$ cat config.mk
export PLATFORM = sky130hd
export DESIGN_NAME = cks_clock_ctrl
export DESIGN_NICKNAME = d
export VERILOG_FILES = /design/src/hdl/cks_pkg.sv /design/src/hdl/cks_clock_ctrl.sv /design/src/hdl/cks_stop_gate.sv /design/src/hdl/cks_src_mux.sv
export SDC_FILE = /design/constraint.sdc
export NUM_CORES = 1
export LEC_CHECK = 0
export ABC_CLOCK_PERIOD_IN_PS = 3500
export BUFFER_PORTS_ARGS = -buffer_cell sky130_fd_sc_hd__buf_2
export CAP_MARGIN = 5
export CORE_MARGIN = 8
export CORE_UTILIZATION = 61
export CTS_BUF_LIST = sky130_fd_sc_hd__clkbuf_8
export CTS_CLUSTER_SIZE = 30
export DETAILED_ROUTE_END_ITERATION = 8
export PLACE_DENSITY_LB_ADDON = 0.3
export SYNTH_ARGS = -nofsm -noshare
export SYNTH_HDL_FRONTEND = slang
export SYNTH_SLANG_ARGS = --single-unit
$ cat constraint.sdc
create_clock -name clock_i -period 3.5 [get_ports clock_i]
set_input_delay 0.7 -clock clock_i [delete_from_list [all_inputs] [get_ports clock_i]]
set_output_delay 0.7 -clock clock_i [all_outputs]
set_load 0.01 [all_outputs]
$ cat src/hdl/cks_pkg.sv
// package: register map, source codes, permission table and bus carriers of the clock block
package cks_pkg;

   // ***************************************************************
   // register map (byte addresses)
   // ***************************************************************
   localparam logic [7:0] CTRL_ADR = 8'h00;
   localparam logic [7:0] STAT_ADR = 8'h04;
   localparam logic [7:0] SEL0_ADR = 8'h08;
   localparam logic [7:0] SEL1_ADR = 8'h0c;

   // control register fields
   localparam int CTRL_MAIN_SEL_BIT = 0;
   localparam int CTRL_CPU_SEL_BIT  = 1;
   localparam int CTRL_IHS_STOP_BIT = 4;
   localparam int CTRL_HS_STOP_BIT  = 5;
   localparam int CTRL_SUB_SEL_BIT  = 6;

   // status register fields
   localparam int STAT_MCS_BIT     = 0;
   localparam int STAT_CLS_BIT     = 1;
   localparam int STAT_REFUSED_BIT = 2;
   localparam int STAT_PEND_BIT    = 3;

   // reset values: internal oscillator runs, X1 and XT1 are off
   localparam logic RST_IHS_STOP = 1'b0;
   localparam logic RST_HS_STOP  = 1'b1;
   localparam logic RST_SUB_SEL  = 1'b0;
   localparam logic RST_MAIN_SEL = 1'b0;
   localparam logic RST_CPU_SEL  = 1'b0;

   // ***************************************************************
   // peripheral source selection
   // ***************************************************************
   localparam int NUM_PERIPH = 15;
   localparam int NUM_SRC    = 8;
   localparam int NUM_ASYNC  = 7;
   localparam int SRC_W      = 3;
   localparam int FIELD_W    = 4;
   localparam int FIELDS_PER_REG = 8;

   localparam logic [2:0] SRC_FPRS  = 3'h0;
   localparam logic [2:0] SRC_FSUB  = 3'h1;
   localparam logic [2:0] SRC_FRL   = 3'h2;
   localparam logic [2:0] SRC_TIMER50_OUTPUT  = 3'h3;
   localparam logic [2:0] SRC_TIMER52_OUTPUT  = 3'h4;
   localparam logic [2:0] SRC_TIMER_H1_OUTPUT  = 3'h5;
   localparam logic [2:0] SRC_TIMER00_PIN_CLOCK = 3'h6;
   localparam logic [2:0] SRC_TIMER52_PIN_CLOCK  = 3'h7;

   // one byte per peripheral (14 down to 0), bit n set when source code n is offered
   localparam logic [NUM_PERIPH*NUM_SRC-1:0] PERMIT =
      120'h01_07_09_09_01_01_04_03_01_05_09_81_21_01_53;

   // all peripherals start on fprs, the watchdog (peripheral 8) on the low-speed clock
   localparam logic [NUM_PERIPH*SRC_W-1:0] RST_SEL = 45'h000_0200_0000;
   localparam int WDT_IDX = 8;

   // cycles the status flags lag a clock selection change
   localparam logic [2:0] SWITCH_CYCLES = 3'h2;

   // ***************************************************************
   // bus carriers
   // ***************************************************************
   typedef struct packed {
      logic        cyc;
      logic        stb;
      logic        we;
      logic [7:0]  adr;
      logic [3:0]  sel;
      logic [31:0] dat;
   } cks_wb_req_s;

   typedef struct packed {
      logic        ack;
      logic [31:0] dat;
   } cks_wb_rsp_s;

endpackage : cks_pkg

$ cat src/hdl/cks_clock_ctrl.sv
// clock control: oscillator stop interlock, clock status and peripheral source select
//
// Function
// - internal oscillator stops only when CPU elsewhere
// - X1/external input stops only when CPU elsewhere
// - XT1 stops only when CPU off subclock
// - internal oscillator and X1 each have a stop flag, XT1 a run flag
// - each peripheral mux offers only permitted sources
//
// Decided for this implementation: register access over Wishbone and the placing of the registers.
`timescale 1ns/1ps
module cks_clock_ctrl (
   input  wire logic                               clock_i,
   input  wire logic                               reset_n_i,
   input  wire cks_pkg::cks_wb_req_s               wb_req_i,
   output cks_pkg::cks_wb_rsp_s                    wb_rsp_o,
   input  wire logic                               subclock_i,
   input  wire logic                               low_speed_osc_clock_i,
   input  wire logic                               timer50_output_i,
   input  wire logic                               timer52_output_i,
   input  wire logic                               timer_h1_output_i,
   input  wire logic                               timer00_pin_clock_i,
   input  wire logic                               timer52_pin_clock_i,
   output logic                                    main_clock_status_o,
   output logic                                    cpu_clock_status_o,
   output logic                                    internal_hs_osc_stop_o,
   output logic                                    high_speed_osc_stop_o,
   output logic                                    subclock_osc_select_o,
   output logic [cks_pkg::NUM_PERIPH-1:0]          periph_tick_o
);

   // ***************************************************************
   // state
   // ***************************************************************
   typedef struct packed {
      logic                                     ack;
      logic [31:0]                              rdat;
      logic                                     mcm;
      logic                                     css;
      logic                                     main_clock_status;
      logic                                     cpu_clock_status;
      logic                                     ihs_stop;
      logic                                     hs_stop;
      logic                                     sub_sel;
      logic                                     refused;
      logic [2:0]                               cnt;
      logic [cks_pkg::NUM_PERIPH*cks_pkg::SRC_W-1:0] sel;
      logic [cks_pkg::NUM_ASYNC-1:0]            sync1;
      logic [cks_pkg::NUM_ASYNC-1:0]            sync2;
      logic [cks_pkg::NUM_ASYNC-1:0]            prev;
      logic [cks_pkg::NUM_PERIPH-1:0]           tick;
   } cks_state_s;

   localparam cks_state_s ST_RST = '{
      ack: 1'b0, rdat: 32'h0000_0000,
      mcm: cks_pkg::RST_MAIN_SEL, css: cks_pkg::RST_CPU_SEL,
      main_clock_status: cks_pkg::RST_MAIN_SEL, cpu_clock_status: cks_pkg::RST_CPU_SEL,
      ihs_stop: cks_pkg::RST_IHS_STOP, hs_stop: cks_pkg::RST_HS_STOP,
      sub_sel: cks_pkg::RST_SUB_SEL, refused: 1'b0, cnt: 3'h0,
      sel: cks_pkg::RST_SEL, sync1: 7'h00, sync2: 7'h00, prev: 7'h00,
      tick: 15'h0000};

   cks_state_s st_q;
   cks_state_s st_d;

   logic                                          req;
   logic                                          wr;
   logic                                          pend;
   logic                                          ihs_ok;
   logic                                          hs_ok;
   logic                                          sub_ok;
   logic [cks_pkg::NUM_ASYNC-1:0]                 async_in;
   logic [cks_pkg::NUM_SRC-1:0]                   src;
   logic [cks_pkg::NUM_PERIPH-1:0]                mux_tick;
   logic [cks_pkg::NUM_PERIPH*cks_pkg::SRC_W-1:0] sel_wr;
   logic [1:0][31:0]                              rd_sel;
   logic [31:0]                                   ctrl_rd;
   logic [31:0]                                   stat_rd;

   // ***************************************************************
   // source ticks
   // ***************************************************************
   // bit order follows the source codes 1..7; code 0 is fprs, a tick every cycle
   assign async_in = {timer52_pin_clock_i, timer00_pin_clock_i, timer_h1_output_i,
                      timer52_output_i, timer50_output_i, low_speed_osc_clock_i, subclock_i};

   // rising edges are taken from the second stage only
   assign src = {st_q.sync2 & ~st_q.prev, 1'b1};

   assign req  = wb_req_i.cyc & wb_req_i.stb & ~st_q.ack;
   assign wr   = req & wb_req_i.we;
   assign pend = (st_q.mcm != st_q.main_clock_status) | (st_q.css != st_q.cpu_clock_status);

   cks_stop_gate u_gate (
      .mcs_i         (st_q.main_clock_status),
      .cls_i         (st_q.cpu_clock_status),
      .pend_i        (pend),
      .ihs_stop_ok_o (ihs_ok),
      .hs_stop_ok_o  (hs_ok),
      .sub_stop_ok_o (sub_ok)
   );

   cks_src_mux u_mux (
      .sel_i  (st_q.sel),
      .src_i  (src),
      .tick_o (mux_tick)
   );

   // ***************************************************************
   // source select fields: write legalisation and read image
   // ***************************************************************
   // an unoffered code is dropped so the field keeps its old, legal value
   for (genvar g = 0; g < cks_pkg::NUM_PERIPH; g++) begin : g_sel
      localparam int RI = g / cks_pkg::FIELDS_PER_REG;
      localparam int FP = (g % cks_pkg::FIELDS_PER_REG) * cks_pkg::FIELD_W;
      logic                      hit;
      logic [cks_pkg::SRC_W-1:0] code;
      assign hit  = wr & wb_req_i.sel[FP/8] &
                    (wb_req_i.adr == (RI == 0 ? cks_pkg::SEL0_ADR : cks_pkg::SEL1_ADR));
      assign code = wb_req_i.dat[FP +: cks_pkg::SRC_W];
      assign sel_wr[g*cks_pkg::SRC_W +: cks_pkg::SRC_W] =
         (hit & cks_pkg::PERMIT[g*cks_pkg::NUM_SRC + int'(code)]) ? code :
         st_q.sel[g*cks_pkg::SRC_W +: cks_pkg::SRC_W];
      assign rd_sel[RI][FP +: cks_pkg::FIELD_W] =
         {1'b0, st_q.sel[g*cks_pkg::SRC_W +: cks_pkg::SRC_W]};
   end
   assign rd_sel[1][31:28] = 4'h0;

   // ***************************************************************
   // read images
   // ***************************************************************
   always_comb begin
      ctrl_rd = 32'h0000_0000;
      ctrl_rd[cks_pkg::CTRL_MAIN_SEL_BIT] = st_q.mcm;
      ctrl_rd[cks_pkg::CTRL_CPU_SEL_BIT]  = st_q.css;
      ctrl_rd[cks_pkg::CTRL_IHS_STOP_BIT] = st_q.ihs_stop;
      ctrl_rd[cks_pkg::CTRL_HS_STOP_BIT]  = st_q.hs_stop;
      ctrl_rd[cks_pkg::CTRL_SUB_SEL_BIT]  = st_q.sub_sel;
      stat_rd = 32'h0000_0000;
      stat_rd[cks_pkg::STAT_MCS_BIT]     = st_q.main_clock_status;
      stat_rd[cks_pkg::STAT_CLS_BIT]     = st_q.cpu_clock_status;
      stat_rd[cks_pkg::STAT_REFUSED_BIT] = st_q.refused;
      stat_rd[cks_pkg::STAT_PEND_BIT]    = pend;
   end

   // ***************************************************************
   // next state
   // ***************************************************************
   always_comb begin
      logic [31:0] w;
      logic        ctrl_wr;
      w       = wb_req_i.dat;
      ctrl_wr = wr & wb_req_i.sel[0] & (wb_req_i.adr == cks_pkg::CTRL_ADR);
      st_d     = st_q;
      st_d.ack = req;
      st_d.sync1 = async_in;
      st_d.sync2 = st_q.sync1;
      st_d.prev  = st_q.sync2;
      st_d.tick  = mux_tick;
      st_d.sel   = sel_wr;

      // status follows the selection after a fixed lag
      if (pend) begin
         if (st_q.cnt == cks_pkg::SWITCH_CYCLES - 3'h1) begin
            st_d.main_clock_status = st_q.mcm;
            st_d.cpu_clock_status = st_q.css;
            st_d.cnt = 3'h0;
         end else begin
            st_d.cnt = st_q.cnt + 3'h1;
         end
      end else begin
         st_d.cnt = 3'h0;
      end

      // read data; unmapped addresses read zero
      if (req) begin
         if (wb_req_i.adr == cks_pkg::CTRL_ADR) begin
            st_d.rdat = ctrl_rd;
         end else if (wb_req_i.adr == cks_pkg::STAT_ADR) begin
            st_d.rdat = stat_rd;
         end else if (wb_req_i.adr == cks_pkg::SEL0_ADR) begin
            st_d.rdat = rd_sel[0];
         end else if (wb_req_i.adr == cks_pkg::SEL1_ADR) begin
            st_d.rdat = rd_sel[1];
         end else begin
            st_d.rdat = 32'h0000_0000;
         end
      end

      // refused flag is cleared by writing one; a refusal in the same cycle wins
      if (wr & wb_req_i.sel[0] & (wb_req_i.adr == cks_pkg::STAT_ADR) &
          w[cks_pkg::STAT_REFUSED_BIT]) begin
         st_d.refused = 1'b0;
      end

      if (ctrl_wr) begin
         // starting a source is always allowed, stopping needs the interlock
         if (!w[cks_pkg::CTRL_IHS_STOP_BIT]) begin
            st_d.ihs_stop = 1'b0;
         end else if (!st_q.ihs_stop) begin
            if (ihs_ok) begin
               st_d.ihs_stop = 1'b1;
            end else begin
               st_d.refused = 1'b1;
            end
         end
         if (!w[cks_pkg::CTRL_HS_STOP_BIT]) begin
            st_d.hs_stop = 1'b0;
         end else if (!st_q.hs_stop) begin
            if (hs_ok) begin
               st_d.hs_stop = 1'b1;
            end else begin
               st_d.refused = 1'b1;
            end
         end
         if (w[cks_pkg::CTRL_SUB_SEL_BIT]) begin
            st_d.sub_sel = 1'b1;
         end else if (st_q.sub_sel) begin
            if (sub_ok) begin
               st_d.sub_sel = 1'b0;
            end else begin
               st_d.refused = 1'b1;
            end
         end

         // a switch needs no switch in flight and a running target source
         if (w[cks_pkg::CTRL_MAIN_SEL_BIT] != st_q.mcm) begin
            if (!pend && (w[cks_pkg::CTRL_MAIN_SEL_BIT] ? !st_d.hs_stop : !st_d.ihs_stop)) begin
               st_d.mcm = w[cks_pkg::CTRL_MAIN_SEL_BIT];
            end else begin
               st_d.refused = 1'b1;
            end
         end
         if (w[cks_pkg::CTRL_CPU_SEL_BIT] != st_q.css) begin
            if (!pend && (w[cks_pkg::CTRL_CPU_SEL_BIT] ? st_d.sub_sel :
                          (st_d.mcm ? !st_d.hs_stop : !st_d.ihs_stop))) begin
               st_d.css = w[cks_pkg::CTRL_CPU_SEL_BIT];
            end else begin
               st_d.refused = 1'b1;
            end
         end
      end
   end

   // state register
   always_ff @(posedge clock_i or negedge reset_n_i) begin
      if (!reset_n_i) begin
         st_q <= ST_RST;
      end else begin
         st_q <= st_d;
      end
   end

   // ***************************************************************
   // outputs, all straight from flops
   // ***************************************************************
   assign wb_rsp_o.ack           = st_q.ack;
   assign wb_rsp_o.dat           = st_q.rdat;
   assign main_clock_status_o    = st_q.main_clock_status;
   assign cpu_clock_status_o     = st_q.cpu_clock_status;
   assign internal_hs_osc_stop_o = st_q.ihs_stop;
   assign high_speed_osc_stop_o  = st_q.hs_stop;
   assign subclock_osc_select_o  = st_q.sub_sel;
   assign periph_tick_o          = st_q.tick;

   logic w_ihs_req;
   assign w_ihs_req = wb_req_i.dat[cks_pkg::CTRL_IHS_STOP_BIT];
endmodule : cks_clock_ctrl

$ cat src/hdl/cks_stop_gate.sv
// oscillator stop permission check from the settled clock status
`timescale 1ns/1ps
module cks_stop_gate (
   input  wire logic mcs_i,
   input  wire logic cls_i,
   input  wire logic pend_i,
   output logic      ihs_stop_ok_o,
   output logic      hs_stop_ok_o,
   output logic      sub_stop_ok_o
);

   // a pending switchover makes the status stale, so no stop is granted then
   assign ihs_stop_ok_o = ~pend_i & (mcs_i | cls_i);
   assign hs_stop_ok_o  = ~pend_i & (~mcs_i | cls_i);
   assign sub_stop_ok_o = ~pend_i & ~cls_i;

endmodule : cks_stop_gate

$ cat src/hdl/cks_src_mux.sv
// per-peripheral count-enable mux over the offered source ticks
`timescale 1ns/1ps
module cks_src_mux (
   input  wire logic [cks_pkg::NUM_PERIPH*cks_pkg::SRC_W-1:0] sel_i,
   input  wire logic [cks_pkg::NUM_SRC-1:0]                   src_i,
   output logic      [cks_pkg::NUM_PERIPH-1:0]                tick_o
);

   // a code that is not offered gives no tick, even if it ever got stored
   for (genvar g = 0; g < cks_pkg::NUM_PERIPH; g++) begin : g_mux
      logic [cks_pkg::SRC_W-1:0] code;
      assign code      = sel_i[g*cks_pkg::SRC_W +: cks_pkg::SRC_W];
      assign tick_o[g] = src_i[code] & cks_pkg::PERMIT[g*cks_pkg::NUM_SRC + int'(code)];
   end

endmodule : cks_src_mux

; After elaboration in Yosys (flattened, before gate mapping)
; Memory sizes are Yosys's and may differ from the RTL's.
; Cells that the tools add are included.
[word_totals]
register_bits = 125
latch_bits = 0
mem_bits_rw = 0
rom_bits = 3600
inputBits = 56
word_cells = 338
n_memories = 30
[op_classes]
n_addsub = 29
multipliers = 0
n_div = 0
n_lt_le_gt_ge = 45
eq_ne = 8
n_shift = 0
mux = 128
n_bitwise = 60
n_reduce_logical = 8
[mem_list]
columns = memory, words, width, read_ports, rd_ports_with_merged_regs, wr, line_no
row1 = (name not given), 128, 1, 1, 0, 0, cks_src_mux.sv:13  ; assign tick_o[g] = src_i[code] & cks_pkg::PERMIT[g*cks_pkg::NUM_SRC + int'(code)];
row2 = (name not given), 128, 1, 1, 0, 0, cks_src_mux.sv:13
row3 = (name not given), 128, 1, 1, 0, 0, cks_src_mux.sv:13
row4 = (name not given), 128, 1, 1, 0, 0, cks_src_mux.sv:13
row5 = (name not given), 128, 1, 1, 0, 0, cks_src_mux.sv:13
row6 = (name not given), 128, 1, 1, 0, 0, cks_src_mux.sv:13
row7 = +24 memories, -, -, -, -, -, -
[ops]
columns = op, count
row1 = 32-bit by 9-bit less-than comparator with 1-bit output (second input constant), 14
row2 = 7-bit by 3-bit adder with 8-bit output (first input constant), 14
row3 = 1-bit two-way mux, 106
row4 = 31-bit two-way mux, 3
row5 = 3-bit by 4-bit less-than comparator with 1-bit output (second input constant), 15
row6 = 6-bit by 3-bit adder with 7-bit output (first input constant), 8
row7 = 8-bit less-than comparator (second input constant), 7
row8 = 1-bit AND, 51
row9 = 1-bit binary-select mux with 3-bit select, 15
row10 = 7-bit by 8-bit less-than comparator with 1-bit output (second input constant), 4
row11 = 27-bit two-way mux, 1
row12 = 5-bit by 3-bit adder with 6-bit output (first input constant), 4
row13 = 8-bit by 4-bit equality test with 1-bit output (second input constant), 2
row14 = 3-bit by 8-bit less-than comparator with 1-bit output (second input constant), 2
row15 = 6-bit by 8-bit less-than comparator with 1-bit output (second input constant), 2
row16 = 4-bit by 3-bit adder with 5-bit output (first input constant), 2
row17 = 8-bit by 3-bit equality test with 1-bit output (second input constant), 1
row18 = 8-bit zero test, 1
row19 = 5-bit by 8-bit less-than comparator with 1-bit output (second input constant), 1
row20 = 7-bit AND, 1
row21 = 7-bit NOT, 1
row22 = 3-bit two-way mux, 2
row23 = 1-bit inequality test, 4
row24 = 1-bit NOT, 4
row25 = other kinds (8), 13

; Longest topological paths before layout
[depth]
word_depth = 24
ltp_mapped = 7

; By module
; From an unflattened synthesis, not the netlist that was laid out.
[unflattened]
hier_cells = 468
area_unflattened_um2 = 5187.5
[modules_own_cells]
columns = mod, n_inst, cells_each, area_per_inst_um2, seq_area_each_um2
row1 = cks_clock_ctrl, 1, 426, 4942.2, 2955.3
row2 = cks_src_mux, 1, 37, 221.5, 0.0
row3 = cks_stop_gate, 1, 5, 23.8, 0.0

; Worst setup path before layout
; OpenSTA, ideal clock, no wires.
[synth_timing]
kind = input to register
startpoint = input wb_req_i[43] (netlist name)
endpoint = register st_q, in the netlist rd_sel[21]
setup_ns = 0.125
t_arrival_ns = 2.477
required_ns = 3.375
setup_slack_ns = 0.898
path_stages = 5
path_buffers = 1
path_cell_list = or4_4 -> or4_1 -> buf_2 -> nor4_1 -> mux2_2
[synth_between]
elab_chain_cells = 3
[synth_lines]
columns = item, line_no
row1 = "start, declared", cks_clock_ctrl.sv:15  ; input wire cks_pkg::cks_wb_req_s wb_req_i,
row2 = 8-bit by 4-bit equality test with 1-bit output, cks_clock_ctrl.sv:119  ; (wb_req_i.adr == (RI == 0 ? cks_pkg::SEL0_ADR : cks_pkg::SEL1_ADR));
row3 = 1-bit AND, cks_clock_ctrl.sv:118  ; assign hit = wr & wb_req_i.sel[FP/8] &
row4 = 1-bit AND, cks_clock_ctrl.sv:122  ; (hit & cks_pkg::PERMIT[g*cks_pkg::NUM_SRC + int'(code)]) ? code :
row5 = "end signal, assigned", cks_clock_ctrl.sv:250  ; st_q <= st_d;
row6 = "end, declared", cks_clock_ctrl.sv:63  ; cks_state_s st_q;
; Every way passes these cells.
; A chain may end at the register's enable or synchronous reset.

; Worst setup path in the final report
[layout_timing]
startpoint = input wb_req_i[43] (netlist name)
endpoint = register st_q, in the netlist rd_sel[28]
; The elaborated chain is that of the path after synthesis.

==> out/metrics.cfg <==
[sta]
worst_slew_pin_slew_ns=0.731
clock.fmax_mhz=382
layout_setup_ws_ns=0.879
slew_violations=0
hold_viol=0
setup_viol=0
fin_skew_ns=0.00896
rsz0062_at_grt=no
slew_headroom_pct=51.3
min_period_ns=2.62
fin_tns_setup_ns=0
fin_crit_sh_pct=74.9

[logic_synthesis]
synth_seq_cells=118
ys_seq_area_share_pct=56.5
yosysTopAreaCellShare_pct=55.5
synth_cell_types=54
synth_top_family_by_area=simple AND/OR/NAND/NOR gates
syn_avg_cell_area_um2=11.0
synth_top_area_cell=dfrtp_1
synth_edf_count=0
synth_flop_cell=dfrtp_1
synth_compound_area_share_pct=13.4
synthMuxAreaShare_pct=3.75
yosysWarnings=0
synth_cells=474
syn_area_um2=5230
synthTopCellsByArea=dfrtp_1 55%, buf_4 6.9%, a22o_1 5.5%, a21oi_1 2.3%, nand2_1 2.2%
synth_fa_ha_area_share_pct=0.478
synthArstFlopShare_pct=100
synth_xor_area_share_pct=1.00
yosys.area_share.simple_pct=15.7

[clock_network]
cts_tree=built
htreeDepth=4
numClockSinks=118
cts_setup_buffers=0
cts.repair.resized=0
cts.path.max_buffers=2
clk_pin_slew_ns=0.07
hold_buffers=0
cts_buffers=17
clk_latency_ns=0.42
root_buffer=clkbuf_8

[route]
drt_iter0_drc=203
viasPerCell=5.73
finalWirelength_um=11400
vias=3706
drcViolationCount=0
ant_nets=0
dr.pass1.iters=5
wl_per_cell_um=17.7

[critical_path]
critPathLaunchType=input pin
cp.required_ns=3.81
cp_slowest_cell=or4_1
crit_buf_inv=1
critPathMaxFanout=7
cp.arrival_ns=2.93
worstPathCellList=buf_2 > or4_4 > or4_1 > nor4_1 > mux2_2
crit_path_max_incr_delay_ns=0.64
path_class=in2reg
end_kind=register
critPathTopFamily=simple AND/OR/NAND/NOR gates

[floorplanning]
rows=33
io_pins=109
core-area_um2=8260
die_area_um2=11800
die_y_um=109
die_w_um=109
start_util_pct=63.4

[min_path]
min_path_type=in2async

[global_routing]
grt_max_degree=62
antenna_found_initial=0
grt_pass1_wl_um=18700
track_usage_pct=20.2
first_global_vias=3782
grt_overflow_total=0

[power]
powerDensity_nw_per_um2=499
leakage_nw=2.88
ir_drop_v=0.000304

[final_layout]
drive_gt1_share_pct=28.4
syn_to_final_growth_pct=12.4
multi_input_area_um2=1830
register_area_um2=2960
diodes=0
fin_nets=587
fillers=618

[flow_run]
drv_cap=0

[placement]
place_congestion=0.870
hpwl_um=8200
post-place-ws_ns=0.464
numPortBuffers=93

[run_status]
status=finished clean

Yosys cell counts (3+ instances only):
cell,n
dfrtp_1,116
buf_4,48
a22o_1,33
nand2_1,30
nor2_1,30
a21oi_1,24
o21ai_0,20
nor2b_1,17
clkbuf_1,16
nor3_1,15
nand3_1,12
inv_1,11
mux2_2,9
or2_2,7
nand2b_1,6
mux2i_1,5
nor4_1,5
and2_1,4
and2b_1,4
xnor2_1,4
a211oi_1,3
a21boi_0,3
a311o_1,3
and3_1,3
and4b_1,3
or3_1,3
or4_1,3
sequential cells by signal, indices dropped and copies added (netlist names):
register                flops
wb_rsp_o                   26
subclock_osc_select_o       1
st_q                       11
periph_tick_o              15
main_clock_status_o         1
st_d                       14
ctrl_rd                     2
high_speed_osc_stop_o       1
internal_hs_osc_stop_o      1
rd_sel                     45
cpu_clock_status_o          1
layout by cell type (no fill, tap or decap), types with 9 or more instances in the layout:
master    instances
inv_1            12
a22o_1           33
nor2_1           30
nor2b_1          17
nor3_1           15
clkbuf_8         17
nand3_1          12
mux2_2            9
a21oi_1          24
buf_2            92
dfrtp_1         116
o21ai_0          20
nand2_1          30
final timing paths:
path | cells past startpoint | from | endpoint | slack [ns]
worst max-delay path | 5 | wb_req_i[43] | rd_sel[28] | 0.88
worst min-delay path | 1 | reset_n_i | wb_rsp_o[4] | 0.32
worst max register to register | 4 | wb_rsp_o[32] | rd_sel[45] | 1.42
worst min register to register | 0 | st_d[23] | st_d[16] | 0.35
max in group asynchronous | 2 | reset_n_i | wb_rsp_o[29] | 2.42
min in group clock_i | 0 | st_d[23] | st_d[16] | 0.35
stage by stage:
step                cell area (um^2)  hold WS, ns  instances  total power, W  utilization (%)
floorplan                       5260        0.331        480         0.00159                -
global placement                5470        0.333        615         0.00168             66.2
detailed placement              5470        0.336        615         0.00169             66.2
CTS                             5880        0.351        647         0.00295             71.2
global route                    5880        0.351        647         0.00305             71.2
finish                          5880        0.318        647         0.00293             71.2
metal layers:
metal  track usage (%)  share of wire, %  routed length [um]
met3              5.55               7.2                 821
met4              7.92               1.5                 170
met2              31.6                48                5540
met1              26.4                43                4900
met5                 0                 0                   0
logic make-up (layout without fill, tap and decap cells):
family                     count (synthesis)  in the layout
muxes                                     16             16
adders and majority gates                  2              2
buffers and inverters                     78            140
DFF                                      118            118
AOI/OAI and AO/OA                        100            100
xor gates and xnor gates                   6              6
other                                      1              7
and+or+nand+nor                          153            153
report_power, final:
| part | switching, W | leakage, nW | internal (W) |
|---|---|---|---|
| registers | 0.0000269 | 1.48 | 0.00139 |
| logic | 0.000153 | 1.19 | 0.0000959 |
| clock network | 0.000560 | 0.204 | 0.000707 |
| total | 0.000740 | 2.88 | 0.00219 |
final cells by class:
class | count | area share (%)
timing repair buffer | 97 | 8.68
inverter | 11 | 0.702
multi-input combinational | 284 | 31.1
clock inverter | 15 | 3.04
sequential | 118 | 50.2
tap | 105 | 2.23
clock buffer | 17 | 3.98
(Power assumes the default switching activity.)
